<file path="config.mk">
export PLATFORM = sky130hd
export DESIGN_NAME = adcsp_port
export DESIGN_NICKNAME = d
export VERILOG_FILES = /design/src/verilog/adcsp_pkg.sv /design/src/verilog/adcsp_port.sv
export SDC_FILE = /design/constraint.sdc
export NUM_CORES = 1
export LEC_CHECK = 0
export ABC_AREA = 1
export BUFFER_PORTS_ARGS = -buffer_cell sky130_fd_sc_hd__buf_2
export CAP_MARGIN = 15
export CORE_MARGIN = 2
export CORE_UTILIZATION = 45
export DETAILED_ROUTE_END_ITERATION = 8
export PLACE_DENSITY = 0.67
export SLEW_MARGIN = 5
export SYNTH_ARGS = -nofsm -noshare
export SYNTH_HDL_FRONTEND = slang
export SYNTH_SLANG_ARGS = --single-unit
export TNS_END_PERCENT = 100
</file>
<file path="constraint.sdc">
create_clock -name clock -period 1.6 [get_ports clock]
set_input_delay 0.16 -clock clock [delete_from_list [all_inputs] [get_ports clock]]
set_output_delay 0.16 -clock clock [all_outputs]
set_load 0.005 [all_outputs]
</file>
<file path="src/verilog/adcsp_pkg.sv">
`default_nettype none
package adcsp_pkg;
  // -----------------------------------------------------------------
  // widths and counts
  // -----------------------------------------------------------------
  localparam int unsigned RESULT_BITS   = 24;
  localparam int unsigned SEL_BITS      = 8;
  localparam logic [4:0]  LAST_FALL     = 5'h18;
  localparam logic [4:0]  SEL_FALL      = 5'h08;
  localparam logic [2:0]  PREFIX_LOAD   = 3'h5;
  localparam logic [4:0]  SEL_RESET     = 5'h00;
  localparam logic [22:0] RESULT_RESET  = 23'h000000;
  localparam logic [7:0]  SEL_RX_RESET  = 8'h00;

  // decoded channel selection
  typedef struct packed {
    logic       single_ended_select;
    logic       pair_swap;
    logic [2:0] channel_index;
  } adcsp_sel_s;

  // analog side handshake towards the converter core
  typedef struct packed {
    logic        start;
    adcsp_sel_s  sel;
  } adcsp_conv_s;

  typedef enum logic [1:0] {
    ADCSP_CONVERT,
    ADCSP_SLEEP,
    ADCSP_XFER
  } adcsp_state_e;
endpackage
`default_nettype wire

</file>
<file path="src/verilog/adcsp_port.sv">
// Summary of operation
// - four timing modes, one common cycle; internal-sck modes only flagged, no engine
// - word formats identical in every mode
// - sck high at cs fall: internal mode
// - sdo high impedance while cs high
// - idle cs low: sdo shows busy flag
// - conversion done enters sleep regardless
// - sleep holds result; first sck rise wakes
// - sdi captured on first eight sck rises
// - new channel applies to next conversion
// - sdo updated on each sck fall
// - 24th sck fall starts new conversion
// - cs may stay low; flag is interrupt
// - cs rise mid transfer aborts, converts
// - abort before 8th fall keeps channel
// - cs rise after 8th fall loads channel
// - prefix 101 loads next five bits
// - single-ended bit: pair or versus common
// - swap plus index pick the channel
// - reset selects pair 0/1, starts conversion
`default_nettype none
module adcsp_port
  import adcsp_pkg::*;
(
  // clock and reset
  input  wire logic        clock,
  input  wire logic        rst,
  // serial pins (asynchronous to clock)
  input  wire logic        cs_n,
  input  wire logic        sck,
  input  wire logic        sdi,
  output logic             sdo_o,
  output logic             sdo_oe,
  // converter core
  input  wire logic        conv_done,
  input  wire logic [22:0] conv_result,
  output adcsp_conv_s      conv_o,
  output logic             internal_sck_mode,
  output logic             low_power
);

  // -----------------------------------------------------------------
  // pin synchronisers
  // -----------------------------------------------------------------
  logic [1:0] cs_s, sck_s, sdi_s;
  logic       cs_d1_q, sck_d1_q;
  always_ff @(posedge clock or posedge rst) begin
    if (rst) begin
      cs_s     <= 2'h3;
      sck_s    <= 2'h0;
      sdi_s    <= 2'h0;
      cs_d1_q  <= 1'b1;
      sck_d1_q <= 1'b0;
    end else begin
      cs_s     <= {cs_s[0], cs_n};
      sck_s    <= {sck_s[0], sck};
      sdi_s    <= {sdi_s[0], sdi};
      cs_d1_q  <= cs_s[1];
      sck_d1_q <= sck_s[1];
    end
  end

  logic cs_fall, cs_rise, sck_rise, sck_fall, cs_low;
  assign cs_low   = ~cs_s[1];
  assign cs_fall  = cs_d1_q & ~cs_s[1];
  assign cs_rise  = ~cs_d1_q & cs_s[1];
  assign sck_rise = cs_low & ~sck_d1_q & sck_s[1];
  assign sck_fall = cs_low & sck_d1_q & ~sck_s[1];

  // -----------------------------------------------------------------
  // mode flag
  // -----------------------------------------------------------------
  // internal-sck engine is not built here; the flag only reports it
  always_ff @(posedge clock or posedge rst) begin
    if (rst) begin
      internal_sck_mode <= 1'b0;
    end else if (cs_fall) begin
      internal_sck_mode <= sck_s[1];
    end
  end

  // -----------------------------------------------------------------
  // cycle state
  // -----------------------------------------------------------------
  adcsp_state_e state_q;
  logic [4:0]   fall_cnt_q;
  logic [22:0]  shift_q;
  logic [7:0]   sel_rx_q;
  logic [3:0]   rise_cnt_q;
  adcsp_sel_s   sel_q;
  logic         start_d;
  logic         conv_fin;
  logic         sel_load;
  adcsp_sel_s   sel_d;

  // one start pulse per new conversion: 24th fall or abort
  assign start_d = (state_q == ADCSP_XFER) &&
                   ((sck_fall && fall_cnt_q == LAST_FALL - 5'h01) || cs_rise);

  // the core lowers conv_done only after it has seen the start pulse, so a
  // done level during that pulse still belongs to the previous conversion
  assign conv_fin = (state_q == ADCSP_CONVERT) && conv_done && !conv_o.start;

  always_ff @(posedge clock or posedge rst) begin
    if (rst) begin
      state_q    <= ADCSP_CONVERT;
      fall_cnt_q <= 5'h00;
    end else begin
      unique case (state_q)
        ADCSP_CONVERT: if (conv_fin) state_q <= ADCSP_SLEEP;
        ADCSP_SLEEP: begin
          fall_cnt_q <= 5'h00;
          if (sck_rise) state_q <= ADCSP_XFER;
        end
        ADCSP_XFER: begin
          if (start_d) state_q <= ADCSP_CONVERT;
          if (sck_fall) fall_cnt_q <= fall_cnt_q + 5'h01;
        end
      endcase
    end
  end

  // result held in sleep, shifted on falls
  always_ff @(posedge clock or posedge rst) begin
    if (rst) begin
      shift_q <= RESULT_RESET;
    end else if (conv_fin) begin
      shift_q <= conv_result;
    end else if (state_q == ADCSP_XFER && sck_fall) begin
      shift_q <= {shift_q[21:0], 1'b0};
    end
  end

  // input word, one bit per rise, first rise included
  always_ff @(posedge clock or posedge rst) begin
    if (rst) begin
      sel_rx_q   <= SEL_RX_RESET;
      rise_cnt_q <= 4'h0;
    end else if (state_q == ADCSP_SLEEP) begin
      rise_cnt_q <= 4'h0;
      if (sck_rise) begin
        sel_rx_q   <= {sel_rx_q[6:0], sdi_s[1]};
        rise_cnt_q <= 4'h1;
      end
    end else if (state_q == ADCSP_XFER && sck_rise && rise_cnt_q < 4'(SEL_BITS)) begin
      sel_rx_q   <= {sel_rx_q[6:0], sdi_s[1]};
      rise_cnt_q <= rise_cnt_q + 4'h1;
    end
  end

  // -----------------------------------------------------------------
  // channel selection
  // -----------------------------------------------------------------
  // a word counts only once eight falls are in, whether the frame ends or is cut
  assign sel_load = start_d
                    && (fall_cnt_q + (sck_fall ? 5'h01 : 5'h00)) >= SEL_FALL
                    && sel_rx_q[7:5] == PREFIX_LOAD;
  assign sel_d    = sel_load ? adcsp_sel_s'(sel_rx_q[4:0]) : sel_q;

  // the new word must ride on the very start that ends its frame, so the
  // core sees sel_d rather than the register
  always_ff @(posedge clock or posedge rst) begin
    if (rst) begin
      sel_q <= adcsp_sel_s'(SEL_RESET);
    end else begin
      sel_q <= sel_d;
    end
  end

  // -----------------------------------------------------------------
  // outputs
  // -----------------------------------------------------------------
  always_ff @(posedge clock or posedge rst) begin
    if (rst) begin
      conv_o    <= '{start: 1'b1, sel: adcsp_sel_s'(SEL_RESET)};
      sdo_o     <= 1'b1;
      sdo_oe    <= 1'b0;
      low_power <= 1'b0;
    end else begin
      conv_o.start <= start_d;
      if (start_d) conv_o.sel <= sel_d;
      sdo_oe    <= cs_low;
      low_power <= (state_q == ADCSP_SLEEP) && !cs_low;
      unique case (state_q)
        ADCSP_CONVERT: sdo_o <= ~conv_fin;
        ADCSP_SLEEP:   sdo_o <= 1'b0;
        ADCSP_XFER: begin
          // the flag stays low until the first fall; the host reads it on rise one
          if (start_d) begin
            sdo_o <= 1'b1;
          end else if (sck_fall) begin
            sdo_o <= shift_q[22];
          end
        end
      endcase
    end
  end

  // -----------------------------------------------------------------
  // checks
  // -----------------------------------------------------------------
  a_sdo_hiz_high: assert property (
    @(posedge clock) disable iff (rst) cs_s[1] |=> !sdo_oe)
    else $error("sdo driven while cs high");
  a_flag_in_sleep: assert property (
    @(posedge clock) disable iff (rst) (state_q == ADCSP_SLEEP) |=> !sdo_o)
    else $error("flag not low in sleep");
  a_mode_flag_hold: assert property (
    @(posedge clock) disable iff (rst) !cs_fall |=> $stable(internal_sck_mode))
    else $error("mode flag moved");
  a_mode_on_fall: assert property (
    @(posedge clock) disable iff (rst) cs_fall |=> internal_sck_mode == $past(sck_s[1]))
    else $error("mode not sampled");
  a_last_fall_start: assert property (
    @(posedge clock) disable iff (rst) (state_q == ADCSP_XFER && sck_fall && fall_cnt_q == 5'h17)
    |=> conv_o.start && sdo_o) else $error("no start at 24th fall");
  a_abort_start: assert property (
    @(posedge clock) disable iff (rst)
    (state_q == ADCSP_XFER && cs_rise) |=> conv_o.start && state_q == ADCSP_CONVERT)
    else $error("abort did not restart");
  a_short_keeps_sel: assert property (
    @(posedge clock) disable iff (rst) (start_d && fall_cnt_q < 5'h07) |=> $stable(sel_q))
    else $error("short abort loaded");
  a_sel_only_start: assert property (
    @(posedge clock) disable iff (rst) !start_d |=> $stable(conv_o.sel))
    else $error("select changed mid cycle");
  a_wake_on_rise: assert property (
    @(posedge clock) disable iff (rst)
    (state_q == ADCSP_SLEEP && !sck_rise) |=> state_q == ADCSP_SLEEP)
    else $error("left sleep without sck");
  a_sdo_on_fall: assert property (
    @(posedge clock) disable iff (rst)
    (state_q == ADCSP_XFER && !sck_fall && !start_d) |=> $stable(sdo_o))
    else $error("sdo moved off an sck fall");

endmodule // adcsp_port
`default_nettype wire
</file>
==> results of run 1 <==
## per-stage QoR
stage	setup slack (ns)	TNS, ns	util	std cells
final	-0.165	-1.74	0.657	494
after global routing	-0.278	-4.24	0.657	494
after CTS	-0.120	-0.966	0.599	483
after detailed placement	-0.234	-2.13	0.549	460
after global placement	-0.188	-1.76	0.549	460
after floorplan	-0.153	-1.36	-	326
## registers in the layout, indices dropped and copies added (netlist names)
signal / cells
shift_q: 23
sck_d1_q: 1
internal_sck_mode: 1
rise_cnt_q: 4
sck_s: 2
sel_rx_q: 8
low_power: 1
cs_s: 2
sdi_s: 2
sdo_o: 1
conv_o: 6
fall_cnt_q: 5
sdo_oe: 1
sel_q: 5
state_q: 2
cs_d1_q: 1
## worst max path at each step
stage | from | endpoint | slack (ns) | depth (start not counted)
after global placement | cs_s[1]$_DFF_PP1_ | conv_o[1]$_DFFE_PP0P_ | -0.19 | 12
after detailed placement | sck_d1_q$_DFF_PP0_ | conv_o[1]$_DFFE_PP0P_ | -0.23 | 12
after CTS | cs_s[1]$_DFF_PP1_ | sel_q[0]$_DFF_PP0_ | -0.12 | 10
after global routing | sck_d1_q$_DFF_PP0_ | sel_q[0]$_DFF_PP0_ | -0.28 | 10
after floorplan | cs_s[1]$_DFF_PP1_ | sel_q[1]$_DFF_PP0_ | -0.15 | 10
final | cs_s[1]$_DFF_PP1_ | sel_q[0]$_DFF_PP0_ | -0.16 | 8
## power groups by stage
stage | combinational (mW) | clock, mW | sequential (mW)
finish | 2.51 | 1.33 | 2.42
global route | 2.78 | 1.44 | 2.47
CTS | 1.91 | 1.38 | 2.36
detailed placement | 1.87 | 0 | 2.38
global placement | 1.83 | 0 | 2.37
floorplan | 1.23 | 0 | 2.34
## kinds of logic after synthesis
| family | after synthesis | synth area share |
|---|---|---|
| simple gates | 160 | 0.236 |
| flops | 65 | 0.563 |
| compound gates | 49 | 0.103 |
| buf+inv | 43 | 0.0617 |
| fa+ha+maj | 7 | 0.0302 |
| xor+xnor | 2 | 0.00604 |
## cells in the final DEF, fill, tap and decap left out, drive strengths merged
| cell | instances |
|---|---|
| a21oi | 7 |
| a31oi | 22 |
| a41oi | 1 |
| and2 | 5 |
| buf | 80 |
| bufinv | 1 |
| clkbuf | 15 |
| clkinv | 3 |
| clkinvlp | 1 |
| dfrtp | 60 |
| dfstp | 5 |
| dlygate4sd3 | 4 |
| ha | 7 |
| inv | 30 |
| nand2 | 89 |
| nand3 | 23 |
| nand3b | 1 |
| nand4 | 3 |
| nor2 | 34 |
| nor3 | 3 |
| o211ai | 2 |
| o21a | 1 |
| o21ai | 14 |
| o22ai | 1 |
| o31ai | 1 |
| or2 | 2 |
| xor2 | 2 |
## layer usage
metal	global-route usage	up-vias
li1	-	1243
met1	0.246	1176
met2	0.271	60
met3	0.0570	11
met4	0.0704	0
met5	0	-
## cell type report
| cell class | count | area, sq um | area share |
|---|---|---|---|
| timing repair buffer | 89 | 761 | 0.185 |
| inverter | 31 | 125 | 0.0303 |
| clock buffer | 10 | 138 | 0.0334 |
| clock inverter | 4 | 45.0 | 0.0109 |
| multi-input combinational | 218 | 1330 | 0.321 |
| tap | 77 | 96.3 | 0.0234 |
| sequential | 65 | 1630 | 0.396 |
## worst max-delay path, delay by kind of cell, from the launching register on
| family | cells | cell delay (ns) |
|---|---|---|
| flops | 1 | 0.56 |
| simple gates | 3 | 0.53 |
| buf+inv | 4 | 0.37 |
| compound gates | 1 | 0.20 |
## what timing repair did
action                                 CTS  global route
hold buffers                             4             0
gates resized for setup                 13            59
pin swaps                               11             9
setup buffers                            5             6
endpoints found under the hold margin   63             0
gates cloned                             0             5
setup endpoints to repair               12            48
==> parameters.txt, run 1 <==
Parameter                              Value

Run status
  Outcome    finished with violations
  Violations in the final reports    setup timing

Yosys
  Async S/R FF share, synth    1.00
  Most instantiated library cell after synthesis    sky130_fd_sc_hd__nand2_1
  Number of enable-type register cells in the synthesized netlist    0
  Most common flop cell mapped by yosys    sky130_fd_sc_hd__dfrtp_1
  Synth area leaders    sky130_fd_sc_hd__dfrtp_1 52%, sky130_fd_sc_hd__nand2_1 11%, sky130_fd_sc_hd__a31oi_1 4.7%
  Mean cell area of the mapped netlist    8.90 sq um
  Area of the mapped netlist    0.00290 sq mm
  Share of synthesized area occupied by flip-flops and latches    0.563
  Warnings, synthesis    0
  Net count of the mapped netlist    362
  Number of storage elements in the synthesis netlist    65
  Area share of the leading cell type in the synthesized netlist    0.517
  Mapped Cells    326
  Cell accounting for the most synthesized area    sky130_fd_sc_hd__dfrtp_1
  Number of distinct library cells after synthesis    33
  Most used standard cells in the synthesized netlist    88 x sky130_fd_sc_hd__nand2_1, 60 x sky130_fd_sc_hd__dfrtp_1, 33 x sky130_fd_sc_hd__nor2_1, 27 x sky130_fd_sc_hd__inv_1, 23 x sky130_fd_sc_hd__nand3_1

STA
  Hold WS    0.0704 ns
  Max-Slew Margin vs Limit    0.769
  Maximum achievable frequency    0.567 GHz
  Unrepaired setup endpoints after global routing    yes
  Slack of the critical path    -0.165 ns
  Ratio of final minimum period to clock period    1.10
  Post-route minimum period    1.76 ns
  Count of endpoints failing setup in the final report    21
  Count of final hold-check violations    0
  Count of pins over their slew limit    0
  Worst slew pin tran    0.347 ns
  Clock skew    0.00820 ns

Route
  Highest routed metal layer    met4
  Number of DRC markers after the initial detailed-route iteration    97
  Met3 Routed Length    292 um
  WL met1    3.00 mm
  Remaining design rule violation count    0
  Remaining number of nets flagged by the antenna check after routing    0
  Amount of wire on met2 after detailed routing    2.96 mm
  Final routed wirelength across all metal layers    6.37 mm
  DRT Pass-1 Iters    4
  Via count    2490
  Ratio of routed vias to standard cells    5.04
  Average wire per cell in the routed design    12.9 um

Floorplan
  Number of I/O pins    39
  Cell row count    29
  Area of the die    0.00711 sq mm
  Initial standard-cell utilization of the core    0.462
  Core Area    0.00628 sq mm
  Horiz. Die Dim    84.3 um
  Die extent in y    84.3 um

Cells and area
  Number of filler instances in the final layout    504
  Post-synthesis to final-layout area growth    42.1%
  Share of post-route cells with drive strength above 1    0.410
  Final Net Count    450
  Post-route cell area    0.00412 sq mm
  Number of diodes added for antenna fixing    0

Power and ir drop
  Relative contribution of the clock network to total power    0.213
  Power density relative to cell area    1520 mW/mm^2
  Maximum VDD drop    0.812 mV
  Sw Share    0.344
  Sequential power share    0.387
  Sw power    2.16 mW
  Combinational group share of total power    0.400
  Internal power consumption    4.10 mW
  Total power draw    6.26 mW
  Static leakage    1.98 nW

Global route
  Total GRT Usage    0.181
  Global-route wire length before repair    10.2 mm
  Number of global-route vias before repair    2274
  Number of antenna violations at the first check in global routing    0
  Maximum number of pins on one net before global-route repair    66
  Global route total overflow    0

Worst setup path
  Worst path required time    1.83 ns
  Reg-to-reg startpoint    cs_s[1]$_DFF_PP1_
  Logic depth of the worst register-to-register path    8
  Reg2reg end    sel_q[0]$_DFF_PP0_
  Path type of the worst setup path    reg -> reg
  Crit path cell chain    buf_4 -> buf_6 -> inv_2 -> or2_4 -> a21oi_4 -> buf_12 -> nand3_1 -> and2_1
  Arrival time at the worst endpoint    2.00 ns
  Flop-to-flop setup slack    -0.16 ns
  Worst path max stage delay    0.56 ns
  CP endpoint kind    flop
  Launching element type of the critical path    flop
  Slowest stage cell on the critical path    sky130_fd_sc_hd__dfstp_2
  CP max FO    5

Clock tree
  Clock tree sinks    65
  Worst-skew pair later-pin latency    0.34 ns
  Clock tree root buffer cell    sky130_fd_sc_hd__clkbuf_8
  Number of buffers added by the clock tree synthesis step    9
  Maximum count of clock buffers along a single path    2
  Count of H-tree levels built during CTS    3
  Clock slew at reported path FFs    0.07 ns
  TritonCTS clock tree    done

Worst hold path
  Worst hold endpoint    shift_q[17]$_DFFE_PP0P_
  Min-Delay Path Depth    3
  Critical hold path startpoint    conv_result[17]
  Worst Hold Class    in -> reg

Placed design
  Estimated wirelength of the detail-placed design    3.86 mm
  Number of port buffers    38
  Cell area after placement    0.00345 sq mm
  Placer congestion estimate    0.770

Run
  Number of maximum-capacitance violations    0
No activity file was read; power rests on OpenSTA's default activity.
==> run 2, diff against run 1 <==
- SKIP_LAST_GASP: unset -> 1
==> run 2 against run 1 <==
  * The run still ends with setup timing left
  * Via count fell by 1.2%
  * First-iteration DRC count fell by 15%
  * Critical path type unchanged
  * Combinational power barely moved
  * Largest power group unchanged
  * Sequential power barely moved
  * Worst setup slack improved by 0.0089 ns
  * Fmax rose by 0.51%
  * Core utilization fell by 0.16 points
  * Sequential cell count did not move
==> parameters.txt, run 2 (synthesis gave the netlist of run 1 again) <==
Parameter                              Value

Run status
  Outcome    finished with violations
  Violations in the final reports    setup timing

Cells and area
  Sequential Area    0.00163 sq mm
  Number of filler instances in the final layout    513
  Final Net Count    450
  Post-synthesis to final-layout area growth    41.7%
  Final core utilization    0.655
  Area taken by multi-input logic gates    0.00132 sq mm
  Share of post-route cells with drive strength above 1    0.405
  Most used cells in the layout excluding fill and tap cells    76 x sky130_fd_sc_hd__nand2_1, 60 x sky130_fd_sc_hd__dfrtp_1, 38 x sky130_fd_sc_hd__buf_2
  Most common cell after layout, fill and taps aside    sky130_fd_sc_hd__nand2_1
  Register ranked first by flip-flop count    shift_q
  Registers with the highest flip-flop counts    shift_q x23, sel_rx_q x8, conv_o x6
  Number of diodes added for antenna fixing    0
  Flip-flop count of the largest register after layout    23

Worst setup path
  Cell depth of the worst setup path    10
  Slowest stage cell on the critical path    sky130_fd_sc_hd__dfrtp_1
  Reg-to-reg startpoint    sck_d1_q$_DFF_PP0_
  Flop-to-flop setup slack    -0.16 ns
  CP max FO    6
  Reg2reg end    sel_q[0]$_DFF_PP0_
  Path type of the worst setup path    reg -> reg
  Worst path required time    1.83 ns
  Logic depth of the worst register-to-register path    10
  CP endpoint kind    flop
  Count of buffering cells on the critical path with inverters included    1
  Arrival time at the worst endpoint    1.99 ns
  Launching element type of the critical path    flop
  Crit path cell chain    inv_2 -> nor3_4 -> ha_4 -> ha_4 -> nand4_1 -> nand2_2 -> nor2_4 -> nor2_4 -> nand3_1 -> and2_1
  Origin of the worst setup path    sck_d1_q$_DFF_PP0_
  Cell class contributing the biggest share of worst-path delay    simple AND/OR/NAND/NOR gates
  Worst path max stage delay    0.36 ns

Worst hold path
  Worst hold endpoint    shift_q[17]$_DFFE_PP0P_
  Critical hold path startpoint    conv_result[17]
  Min-Delay Path Depth    3
  Worst Hold Class    in -> reg

STA
  Slack of the critical path    -0.156 ns
  Max-Slew Margin vs Limit    0.768
  Hold WS    0.0706 ns
  Maximum achievable frequency    0.570 GHz
  Ratio of final minimum period to clock period    1.10
  Post-route minimum period    1.76 ns
  Count of pins over their slew limit    0
  Count of endpoints failing setup in the final report    15
  Count of final hold-check violations    0
  Setup Total Neg Slack    -1.60 ns
  Unrepaired setup endpoints after global routing    yes
  Worst slew pin tran    0.348 ns
  Clock skew    0.00787 ns

Route
  Remaining number of nets flagged by the antenna check after routing    0
  Number of DRC markers after the initial detailed-route iteration    82
  Ratio of routed vias to standard cells    4.98
  Via count    2460
  Final routed wirelength across all metal layers    6.38 mm
  Average wire per cell in the routed design    12.9 um
  DRT Pass-1 Iters    4
  Remaining design rule violation count    0

Global route
  Maximum number of pins on one net before global-route repair    66
  Number of antenna violations at the first check in global routing    0
  Number of global-route vias before repair    2274
  Global route total overflow    0
  Total GRT Usage    0.179
  Global-route wire length before repair    10.1 mm

Placed design
  Estimated wirelength of the detail-placed design    3.86 mm
  Placer congestion estimate    0.770
  Number of port buffers    38
  Place WS    -0.234 ns

Clock tree
  Clock tree root buffer cell    sky130_fd_sc_hd__clkbuf_8
  Count of H-tree levels built during CTS    3
  Clock tree sinks    65
  Clock slew at reported path FFs    0.07 ns
  TritonCTS clock tree    done
  Worst-skew pair later-pin latency    0.34 ns
  Number of buffers added by the clock tree synthesis step    9
  Maximum count of clock buffers along a single path    2

Floorplan
  Cell row count    29
  Horiz. Die Dim    84.3 um
  Number of I/O pins    39
  Core Area    0.00628 sq mm
  Initial standard-cell utilization of the core    0.462
  Die extent in y    84.3 um
  Area of the die    0.00711 sq mm

Run
  Number of maximum-capacitance violations    0

Power and ir drop
  Power density relative to cell area    1520 mW/mm^2
  Static leakage    1.97 nW
  Maximum VDD drop    0.814 mV
run 2: changes by cell type in the layout (fill, tap and decap cells not counted):
cell,before,now
sky130_fd_sc_hd__and2_4,2,1
sky130_fd_sc_hd__nand2_4,4,3
sky130_fd_sc_hd__and2_1,3,4
sky130_fd_sc_hd__nand2_1,75,76
run 2: what timing repair did:
| item | in CTS | in global routing |
|---|---|---|
| hold endpoints to repair | 63 | 0 |
| pin swaps | 11 | 9 |
| setup endpoints to repair | 12 | 49 |
| buffers inserted | 5 | 6 |
| resized for setup | 10 | 59 |
| hold buffers | 4 | 0 |
| gates cloned | 0 | 5 |
run 2: worst max path at each step:
stage | slack (ns) | end
finish | -0.16 | sel_q[0]$_DFF_PP0_
global route | -0.26 | sel_q[0]$_DFF_PP0_
CTS | -0.12 | sel_q[0]$_DFF_PP0_
detailed placement | -0.23 | conv_o[1]$_DFFE_PP0P_
global placement | -0.19 | conv_o[1]$_DFFE_PP0P_
floorplan | -0.15 | sel_q[1]$_DFF_PP0_
run 2: layout make-up:
cell class              instances  share of cell area
repair buffers                 89               0.185
flip-flops and latches         65               0.397
inverters                      31              0.0304
clock buffers                  10              0.0335
well taps                      77              0.0234
clock inverters                 4              0.0110
multi-input cells             218               0.320
run 2: power breakdown:
group	internal (mW)	total [mW]	switching, mW
combinational	1.24	2.51	1.27
clock	0.736	1.33	0.597
sequential	2.13	2.42	0.294
total	4.11	6.26	2.16
run 2: per-stage QoR:
stage	std cells	power, mW	area (sq um)
3_5_place_dp	460	4.25	3450
5_1_grt	494	6.69	4110
2_1_floorplan	326	3.57	2930
3_3_place_gp	460	4.20	3450
4_1_cts	483	5.65	3750
6_report	494	6.26	4110
run 2: metal layers:
metal	share of wire	wire, um	GRT usage
met1	0.47	3020	0.243
met2	0.47	2990	0.270
met4	0.016	99	0.0704
met3	0.043	273	0.0570
met5	0	0	0
run 2: worst register-to-register path, delay by kind of cell (launching register included):
| family | cells | cell delay [ns] |
|---|---|---|
| buffers and inverters | 1 | 0.05 |
| AND/OR/NAND/NOR | 7 | 0.92 |
| adder cells (fa/ha/maj) | 2 | 0.31 |
| flip-flops | 1 | 0.36 |
